## src/sdc_pkg.sv

```systemverilog
// Constants, command codes, request opcodes and timing counts for the SDRAM command host.
// Assumes a single 40 MHz clock that also clocks the memory, and a two-bank part.
// Function
// Memory samples every pin on rising clock
// Command code from chip select, RAS, CAS, WE
// Refresh then no-op, idle after close delay
// No other command while refresh runs; the host still lets a close or close-all through while rp_cnt counts
// After mode load, no-op returns idle; close harmless
// After mode load wait; column commands illegal
// Mode load drives opcode onto A0..A11
// Mode load and refresh need both banks idle
// Row open only to an idle bank
// Read and store only to active bank
// A11 selects bank; A8, A9 ignored
// Refresh address pins are don't care
// Burst stop only with full page burst
// Second row open waits open-to-open delay
// Close waits minimum open-to-close time
// Column waits open-to-column; auto-precharge closes bank
// Clock enable fall, both idle, enters power-down
// Clock enable fall with refresh enters self-refresh
// Self-refresh exit: enable rise with no-op
// Recovery: idle after row cycle, or power-down
// Power-down ends on enable rise with no-op
// Clock enable low suspends an active bank
// Illegal command flagged, bank state unchanged
package sdc_pkg;

    localparam int CLK_NS = 25;                      // Clock period
    localparam int CW     = 10;                      // Timer width, holds a full page burst

    // Least time in ns to whole cycles, never below one
    function automatic int cyc_up(input int ns);
        int c;
        c = (ns + CLK_NS - 1) / CLK_NS;
        return (c < 1) ? 1 : c;
    endfunction : cyc_up

    // Timing figures (plain defaults)
    localparam int CTI_NS   = 20;                    // close_to_idle_delay
    localparam int TRCD_NS  = 20;                    // Open-to-column delay
    localparam int TRAS_NS  = 45;                    // Open-to-close minimum
    localparam int OTOD_NS  = 15;                    // open_to_open_delay
    localparam int TRC_NS   = 67;                    // Row cycle time
    localparam int CTI_CYC  = cyc_up(CTI_NS);
    localparam int TRCD_CYC = cyc_up(TRCD_NS);
    localparam int TRAS_CYC = cyc_up(TRAS_NS);
    localparam int OTOD_CYC = cyc_up(OTOD_NS);
    localparam int TRC_CYC  = cyc_up(TRC_NS);
    localparam int TMLD_CYC = 2;                     // mode_load_delay and mode_to_command_delay

    // Memory command codes {cs_n, ras_n, cas_n, we_n}
    localparam logic [3:0] CMD_DESEL     = 4'hF;     // chip_unselected_cmd
    localparam logic [3:0] CMD_NOP       = 4'h7;
    localparam logic [3:0] CMD_BSTOP     = 4'h6;     // burst_stop_cmd
    localparam logic [3:0] CMD_READ      = 4'h5;
    localparam logic [3:0] CMD_STORE     = 4'h4;     // store_column_cmd
    localparam logic [3:0] CMD_ROW_OPEN  = 4'h3;     // row_open_cmd
    localparam logic [3:0] CMD_CLOSE     = 4'h2;
    localparam logic [3:0] CMD_REFRESH   = 4'h1;
    localparam logic [3:0] CMD_MODE_LOAD = 4'h0;     // mode_load_cmd

    // User request opcodes
    localparam logic [3:0] OP_ROW_OPEN  = 4'h0;
    localparam logic [3:0] OP_READ      = 4'h1;
    localparam logic [3:0] OP_STORE     = 4'h2;
    localparam logic [3:0] OP_CLOSE     = 4'h3;
    localparam logic [3:0] OP_CLOSE_ALL = 4'h4;      // close_all_banks_cmd
    localparam logic [3:0] OP_REFRESH   = 4'h5;
    localparam logic [3:0] OP_MODE_LOAD = 4'h6;
    localparam logic [3:0] OP_BSTOP     = 4'h7;
    localparam logic [3:0] OP_PD_ENTER  = 4'h8;
    localparam logic [3:0] OP_PD_EXIT   = 4'h9;
    localparam logic [3:0] OP_SR_ENTER  = 4'hA;
    localparam logic [3:0] OP_SR_EXIT   = 4'hB;
    localparam logic [3:0] OP_SUSPEND   = 4'hC;
    localparam logic [3:0] OP_RESUME    = 4'hD;

    // Address layout
    localparam int ADDR_W     = 12;
    localparam int BIT_AUTOPR = 10;                  // Auto-precharge / all-banks flag
    localparam int BIT_BANK   = 11;                  // Bank select
    localparam logic [2:0] BL_FULL = 3'h7;           // Full page burst code

    // Reset values
    localparam logic [3:0]        RST_CMD  = CMD_NOP;
    localparam logic              RST_CKE  = 1'b1;
    localparam logic [ADDR_W-1:0] RST_MODE = 12'h000;

    // Power state of the memory as the host sees it
    typedef enum logic [2:0] {PW_RUN, PW_PDOWN, PW_SELF, PW_RECOV, PW_SUSP} sdc_pwr_t;

endpackage : sdc_pkg

```

## src/sdc_host.sv

```systemverilog
// Host-side command sequencer for a two-bank SDRAM: takes user requests and drives
// chip select, RAS, CAS, WE, address and clock enable under the memory's timing.
// Assumes the memory samples these outputs on the same rising clock edge.
`timescale 1ns/1ps
module sdc_host
    import sdc_pkg::*;
#(
    parameter int P_CTI_CYC  = CTI_CYC,
    parameter int P_TRCD_CYC = TRCD_CYC,
    parameter int P_TRAS_CYC = TRAS_CYC,
    parameter int P_OTOD_CYC = OTOD_CYC,
    parameter int P_TRC_CYC  = TRC_CYC,
    parameter int P_TMLD_CYC = TMLD_CYC
)(
    input  wire logic              i_clk,
    input  wire logic              i_rst,
    input  wire logic              i_req_valid,   // Request present
    input  wire logic [3:0]        i_req_op,      // Request opcode
    input  wire logic              i_req_bank,    // Target bank
    input  wire logic              i_req_autopre, // Auto-precharge on read/store
    input  wire logic [ADDR_W-1:0] i_req_addr,    // Row, column or opcode
    output logic                   o_req_ready,   // Request may be taken
    output logic                   o_req_err,     // Taken request was illegal
    output logic                   o_cs_n,
    output logic                   o_ras_n,
    output logic                   o_cas_n,
    output logic                   o_we_n,
    output logic [ADDR_W-1:0]      o_addr,
    output logic                   o_cke,
    output logic [1:0]             o_bank_open,   // Banks active
    output logic [2:0]             o_pwr          // Power state code
);

    ////////////////////////////////////////////////////////////////////////////
    // State
    logic [3:0]        cmd;                       // Registered command code
    logic [3:0]        next_cmd;
    logic [ADDR_W-1:0] addr, next_addr;           // Registered address pins
    logic              cke, next_cke;             // Registered clock enable
    sdc_pwr_t          pwr, next_pwr;             // Power state
    logic [ADDR_W-1:0] mode_reg, next_mode_reg;   // Copy of the memory's opcode
    logic [1:0]        open, next_open;           // Bank active flags
    logic [CW-1:0]     rcd_cnt [2];               // Open-to-column timers
    logic [CW-1:0]     ras_cnt [2];               // Open-to-close timers
    logic [CW-1:0]     ap_cnt  [2];               // Auto-precharge completion timers
    logic [CW-1:0]     next_rcd [2];
    logic [CW-1:0]     next_ras [2];
    logic [CW-1:0]     next_ap  [2];
    logic [CW-1:0]     rp_cnt, next_rp;           // Close/refresh to idle
    logic [CW-1:0]     mrd_cnt, next_mrd;         // Mode load delay
    logic [CW-1:0]     rrd_cnt, next_rrd;         // Open-to-open delay
    logic [CW-1:0]     rc_cnt, next_rc;           // Self-refresh recovery
    logic              legal;                     // Opcode allowed now
    logic              stall;                     // Timing not yet met
    logic              accept;                    // Request taken this cycle
    int                bk;                        // Target bank index

    // Timer step toward zero
    function automatic logic [CW-1:0] dec(input logic [CW-1:0] v);
        return (v != '0) ? v - 1'b1 : '0;
    endfunction : dec

    // Burst length in cycles from the mode register code
    function automatic logic [CW-1:0] burst_cycles(input logic [2:0] code);
        case (code)
            3'h0:    return CW'(1);
            3'h1:    return CW'(2);
            3'h2:    return CW'(4);
            3'h3:    return CW'(8);
            default: return CW'(256);
        endcase
    endfunction : burst_cycles

    ////////////////////////////////////////////////////////////////////////////
    // Legality and stall decode for the request at hand
    always_comb begin
        bk    = int'(i_req_bank);
        legal = 1'b0;
        stall = 1'b0;
        case (pwr)
            PW_RUN: begin
                case (i_req_op)
                    OP_ROW_OPEN: begin
                        legal = !open[bk];
                        stall = (ap_cnt[bk] != '0) || (rp_cnt != '0) ||
                                (mrd_cnt != '0) || (rrd_cnt != '0);
                    end
                    OP_READ, OP_STORE: begin
                        legal = open[bk];
                        stall = (rcd_cnt[bk] != '0);
                    end
                    OP_CLOSE: begin
                        legal = 1'b1;
                        stall = open[bk] && (ras_cnt[bk] != '0);
                    end
                    OP_CLOSE_ALL: begin
                        legal = 1'b1;
                        stall = (open[0] && ras_cnt[0] != '0) || (open[1] && ras_cnt[1] != '0);
                    end
                    OP_REFRESH, OP_MODE_LOAD, OP_PD_ENTER, OP_SR_ENTER: begin
                        legal = (open == 2'b00);
                        stall = (ap_cnt[0] != '0) || (ap_cnt[1] != '0) ||
                                (rp_cnt != '0) || (mrd_cnt != '0);
                    end
                    OP_BSTOP: begin
                        legal = (open != 2'b00) && (mode_reg[2:0] == BL_FULL);
                    end
                    OP_SUSPEND: begin
                        legal = (open != 2'b00);
                    end
                    default: legal = 1'b0;
                endcase
            end
            // Only power-down is allowed early; other work waits for the row cycle
            PW_RECOV: begin
                legal = (i_req_op == OP_PD_ENTER) || (rc_cnt == '0);
                stall = (i_req_op != OP_PD_ENTER);
            end
            PW_PDOWN: legal = (i_req_op == OP_PD_EXIT);
            PW_SELF:  legal = (i_req_op == OP_SR_EXIT);
            PW_SUSP:  legal = (i_req_op == OP_RESUME);
            default:  legal = 1'b0;
        endcase
    end

    // Handshake: timing stalls hold ready low; illegal ops are taken and flagged
    assign o_req_ready = !stall;
    assign accept      = i_req_valid && !stall;
    assign o_req_err   = accept && !legal;

    ////////////////////////////////////////////////////////////////////////////
    // Next values of pins, power state, banks and timers
    always_comb begin
        next_cmd      = CMD_NOP;
        next_addr     = '0;
        next_cke      = cke;
        next_pwr      = pwr;
        next_mode_reg = mode_reg;
        next_open     = open;
        next_rp       = dec(rp_cnt);
        next_mrd      = dec(mrd_cnt);
        next_rrd      = dec(rrd_cnt);
        next_rc       = dec(rc_cnt);
        for (int b = 0; b < 2; b++) begin
            next_rcd[b] = dec(rcd_cnt[b]);
            next_ras[b] = dec(ras_cnt[b]);
            next_ap[b]  = dec(ap_cnt[b]);
        end
        // Recovery ends by itself after the row cycle
        if (pwr == PW_RECOV && rc_cnt == '0 && !(accept && legal)) begin
            next_pwr = PW_RUN;
        end
        if (accept && legal) begin
            case (i_req_op)
                OP_ROW_OPEN: begin
                    next_cmd           = CMD_ROW_OPEN;
                    next_addr          = {i_req_bank, i_req_addr[BIT_AUTOPR:0]};
                    next_open[bk]      = 1'b1;
                    next_rcd[bk]       = CW'(P_TRCD_CYC - 1);
                    next_ras[bk]       = CW'(P_TRAS_CYC - 1);
                    next_rrd           = CW'(P_OTOD_CYC - 1);
                end
                OP_READ, OP_STORE: begin
                    next_cmd  = (i_req_op == OP_READ) ? CMD_READ : CMD_STORE;
                    // Column on A7..A0; A9, A8 driven low as don't care
                    next_addr = {i_req_bank, i_req_autopre, 2'b00, i_req_addr[7:0]};
                    if (i_req_autopre) begin
                        next_open[bk] = 1'b0;
                        next_ap[bk]   = burst_cycles(mode_reg[2:0]) + CW'(P_CTI_CYC - 1);
                    end
                end
                OP_CLOSE, OP_CLOSE_ALL: begin
                    next_cmd                = CMD_CLOSE;
                    next_addr[BIT_BANK]     = i_req_bank;
                    next_addr[BIT_AUTOPR]   = (i_req_op == OP_CLOSE_ALL);
                    if (i_req_op == OP_CLOSE_ALL) begin
                        next_open = 2'b00;
                    end else begin
                        next_open[bk] = 1'b0;
                    end
                    if (open != 2'b00) begin
                        next_rp = CW'(P_CTI_CYC - 1);
                    end
                end
                OP_REFRESH: begin
                    next_cmd = CMD_REFRESH;
                    next_rp  = CW'(P_CTI_CYC - 1);
                end
                OP_MODE_LOAD: begin
                    next_cmd      = CMD_MODE_LOAD;
                    next_addr     = i_req_addr;
                    next_mode_reg = i_req_addr;
                    next_mrd      = CW'(P_TMLD_CYC - 1);
                end
                OP_BSTOP: next_cmd = CMD_BSTOP;
                OP_PD_ENTER: begin
                    next_cke = 1'b0;
                    next_pwr = PW_PDOWN;
                end
                OP_SR_ENTER: begin
                    next_cmd = CMD_REFRESH;
                    next_cke = 1'b0;
                    next_pwr = PW_SELF;
                end
                OP_SR_EXIT: begin
                    next_cke = 1'b1;
                    next_pwr = PW_RECOV;
                    next_rc  = CW'(P_TRC_CYC - 1);
                end
                OP_PD_EXIT: begin
                    next_cke = 1'b1;
                    next_pwr = PW_RUN;
                end
                OP_SUSPEND: begin
                    next_cke = 1'b0;
                    next_pwr = PW_SUSP;
                end
                OP_RESUME: begin
                    next_cke = 1'b1;
                    next_pwr = PW_RUN;
                end
                default: next_cmd = CMD_NOP;
            endcase
        end
    end

    ////////////////////////////////////////////////////////////////////////////
    // Registers; pins leave from flops so the memory sees clean edges
    always_ff @(posedge i_clk) begin
        if (i_rst) begin
            cmd      <= RST_CMD;
            addr     <= '0;
            cke      <= RST_CKE;
            pwr      <= PW_RUN;
            mode_reg <= RST_MODE;
            open     <= 2'b00;
            rp_cnt   <= '0;
            mrd_cnt  <= '0;
            rrd_cnt  <= '0;
            rc_cnt   <= '0;
            for (int b = 0; b < 2; b++) begin
                rcd_cnt[b] <= '0;
                ras_cnt[b] <= '0;
                ap_cnt[b]  <= '0;
            end
        end else begin
            cmd      <= next_cmd;
            addr     <= next_addr;
            cke      <= next_cke;
            pwr      <= next_pwr;
            mode_reg <= next_mode_reg;
            open     <= next_open;
            rp_cnt   <= next_rp;
            mrd_cnt  <= next_mrd;
            rrd_cnt  <= next_rrd;
            rc_cnt   <= next_rc;
            for (int b = 0; b < 2; b++) begin
                rcd_cnt[b] <= next_rcd[b];
                ras_cnt[b] <= next_ras[b];
                ap_cnt[b]  <= next_ap[b];
            end
        end
    end

    // Pin mapping
    assign {o_cs_n, o_ras_n, o_cas_n, o_we_n} = cmd;
    assign o_addr      = addr;
    assign o_cke       = cke;
    assign o_bank_open = open;
    assign o_pwr       = pwr;

    ////////////////////////////////////////////////////////////////////////////
    // Checks on what the host drives
    logic     idle_cmd;                           // No-op or deselect on the pins
    logic [7:0] since_open;                       // Cycles since last row open, saturating
    assign idle_cmd = (cmd == CMD_NOP) || cmd[3];

    // Helper counter for open-to-open spacing
    always_ff @(posedge i_clk) begin
        if (i_rst) begin
            since_open <= 8'hFF;
        end else if (cmd == CMD_ROW_OPEN) begin
            since_open <= 8'h01;
        end else if (since_open != 8'hFF) begin
            since_open <= since_open + 8'h01;
        end
    end
endmodule : sdc_host

```

## config.mk

```make
export PLATFORM = sky130hd
export DESIGN_NAME = sdc_host
export DESIGN_NICKNAME = d
export VERILOG_FILES = /design/src/sdc_pkg.sv /design/src/sdc_host.sv
export SDC_FILE = /design/constraint.sdc
export NUM_CORES = 1
export LEC_CHECK = 0
export BUFFER_PORTS_ARGS = -buffer_cell sky130_fd_sc_hd__buf_2
export CORE_MARGIN = 2
export CORE_UTILIZATION = 30
export DETAILED_ROUTE_END_ITERATION = 10
export SETUP_SLACK_MARGIN = 0.4
export SYNTH_ARGS = -nofsm -noshare
export SYNTH_HDL_FRONTEND = slang
export SYNTH_SLANG_ARGS = --single-unit
```

## constraint.sdc

```tcl
create_clock -name i_clk -period 6.2 [get_ports i_clk]
set_input_delay 0.31 -clock i_clk [delete_from_list [all_inputs] [get_ports i_clk]]
set_output_delay 0.31 -clock i_clk [all_outputs]
set_load 0.05 [all_outputs]
```

==> impl_metrics.yaml <==
worst_setup_path:
  crit_path_end_kind: "primary output"
  path_cells: "inv_1 > ha_1 > nor3b_1 > nand3_1 > a32o_1 > nor4_2 > and4b_1 > nor2b_1 > buf_2"
  cp.required_ns: 5.89
  critPathKind: "reg -> out"
  cp.arrival_ns: 3.16
  crit_buf_inv: 2
  critPathMaxStageDelay_ns: 0.45
  critPathLaunchType: "register"
  path_max_fanout: 6
  cp_top_family: "simple AND/OR/NAND/NOR gates"
  slowest_stage: "nor3b_1"
clock_network:
  cts_root_buf: "clkbuf_16"
  cts_buffer_depth: 2
  cts_tree: "built"
  post_cts_buffers: 0
  cts_resized: 0
  cts_hold_buf: 0
  cts.sinks: 124
  path_clk_slew_ns: 0.06
  clock_latency_ns: 0.41
  numCtsBuffers: 17
  cts.htree.levels: 4
timing:
  clock_skew_ns: 0.00761
  fin_ws_ns: 2.73
  tightest_slew_ns: 0.833
  post-route-period-util_pct: 56.0
  drv_slew: 0
  fmax_ghz: 0.288
  fin_crit_ns: 3.47
  rsz0062_at_grt: "no"
  finalHoldViolations: 0
  relSlewSlack_pct: 44.0
  tns_ns: 0
  finalSetupViolCount: 0
layout:
  final_cell_mix: "124 x dfxtp_1, 117 x nor2_1, 56 x nand2_1, 50 x xnor2_1, 43 x buf_2"
  utilization_pct: 36.8
  area_growth_pct: 19.6
  antenna_cells: 0
  drive_above_1_share_pct: 13.2
  fillers: 1918
  largestRegisters: "ap_cnt (20), ras_cnt (20), rcd_cnt (20)"
  nNetsFinal: 748
  final_common_cell: "dfxtp_1"
  final_cells: 987
power_and_ir_drop:
  p_leak_nw: 2.90
  power_density_nw_per_um2: 483
  netSwitchingFraction_pct: 31.6
  seqPwrFrac_pct: 33.5
  intPower_w: 0.00230
  switchingPower_w: 0.00106
  p_comb_share_pct: 30.8
  ir_drop_v: 0.000163
  finalPower_w: 0.00336
  clock_power_share_pct: 35.6
global_route:
  grt_max_degree: 29
  grtUsageTotal_pct: 13.1
  grt_pass1_vias: 4438
  overflow: 0
  antenna_found_initial: 0
  grt_pass1_wl_um: 21400
routing:
  first_pass_iters: 5
  num_vias: 4722
  antenna_left: 0
  wirelength_um: 12800
  initialDrtViolationCount: 331
  via_per_inst: 4.78
  drt_drc_violations_left: 0
  wl_per_cell_um: 12.9
outcome:
  status: "finished, final reports clean"
yosys:
  syn_area_per_cell_um2: 8.60
  synth-edff-count: 0
  yosysSeqAreaShare_pct: 42.7
  synthCells: 677
  ys_types: 67
  synth_area_um2: 5820
  synth_warnings: 0
  synth_ff_type: "dfxtp_1"
  async_flop_share_pct: 0
  ys_ff_latch: 124
  syn_nets: 711
placed_design:
  pre_cts_slack_ns: 2.72
  hpwl_um: 9030
  portBuffers: 43
  dpl.cell_count: 955
  gp_congestion: 0.863
floorplan:
  die_y_um: 143
  placementRows: 50
  initial_core_util_pct: 30.8
  coreArea_um2: 18900
  dieWidth_um: 143
  dieArea_um2: 20500
  io_pins: 45
flow_run:
  drv_cap: 0
hold_path:
  hold_class: "in -> reg"
[cells by family (layout without fill, tap and decap cells)]
family / Yosys count / after routing / share of synthesized area, %
other: 1 / 1 / 0.0644
adder cells (fa/ha/maj): 13 / 13 / 2.80
XOR/XNOR: 68 / 68 / 10.2
flip-flops: 124 / 124 / 42.7
multiplexers: 16 / 16 / 2.95
AND/OR/NAND/NOR: 331 / 331 / 29.1
buffers and inverters: 50 / 100 / 3.61
AO/OA/AOI/OAI: 74 / 74 / 8.62
[per-stage QoR]
step | hold slack [ns] | instance area [um2]
floorplan | 0.413 | 5820
global placement | 0.432 | 6250
detailed placement | 0.438 | 6250
CTS | 0.104 | 6960
global route | 0.114 | 6960
finish | 0.124 | 6960
[Yosys cell counts (4+ instances only)]
cell | instances | area [um2]
a211oi_1 | 6 | 45.0
xor2_1 | 18 | 158
nand2b_1 | 7 | 43.8
dfxtp_1 | 124 | 2480
nand3b_1 | 5 | 37.5
a31oi_1 | 4 | 25.0
inv_1 | 23 | 86.3
nor2b_1 | 6 | 37.5
a21oi_1 | 18 | 90.1
or3_1 | 5 | 31.3
ha_1 | 13 | 163
nor4_2 | 4 | 50.1
nand4_1 | 8 | 50.1
nor3_1 | 42 | 210
nor2_1 | 117 | 439
nor3b_1 | 5 | 37.5
nor4_1 | 19 | 119
o211ai_1 | 4 | 30.0
clkbuf_1 | 16 | 60.1
xnor2_1 | 50 | 438
or4_1 | 8 | 60.1
nand2_1 | 56 | 210
or2_2 | 5 | 31.3
mux2i_1 | 13 | 130
buf_2 | 6 | 30.0
and3_1 | 13 | 81.3
nand3_1 | 9 | 45.0
o21ai_0 | 15 | 75.1
[power by group through the flow]
stage	sequential (W)	combinational, W	clock (W)
3_5_place_dp	0.00114	0.00104	0
6_report	0.00113	0.00104	0.00120
4_1_cts	0.00113	0.00105	0.00122
2_1_floorplan	0.00111	0.000872	0
3_3_place_gp	0.00114	0.00103	0
5_1_grt	0.00115	0.00120	0.00126
[path summary, 6_finish.rpt]
path / slack, ns / from / cells past startpoint / to
min: 0.12 / i_req_addr[3] / 2 / o_addr[3]$_SDFF_PP0_
max reg2reg: 2.74 / ras_cnt[1][0]$_SDFF_PP0_ / 10 / cmd[0]$_SDFF_PP1_
min reg2reg: 0.44 / rrd_cnt[0]$_SDFF_PP0_ / 1 / rrd_cnt[0]$_SDFF_PP0_
max: 2.73 / ras_cnt[1][0]$_SDFF_PP0_ / 9 / o_req_err
[per-layer routing]
metal / global-route usage (%) / vias up / wire [um]
met5: 0 / - / 0
met4: 5.21 / 0 / 162
met3: 3.89 / 9 / 730
met2: 19.8 / 122 / 5590
met1: 17.5 / 2158 / 6270
li1: - / 2433 / -
[final cells by class]
type                       count  area [um2]  share of cell area, %
clock buffer                  21         450                   6.47
timing repair buffer          44         223                   3.20
clock inverter                11         262                   3.76
inverter                      24        90.1                   1.29
tap                          260         325                   4.67
multi-input combinational    503        3130                   44.9
sequential                   124        2480                   35.7
No activity file was read; power rests on OpenSTA's default activity.
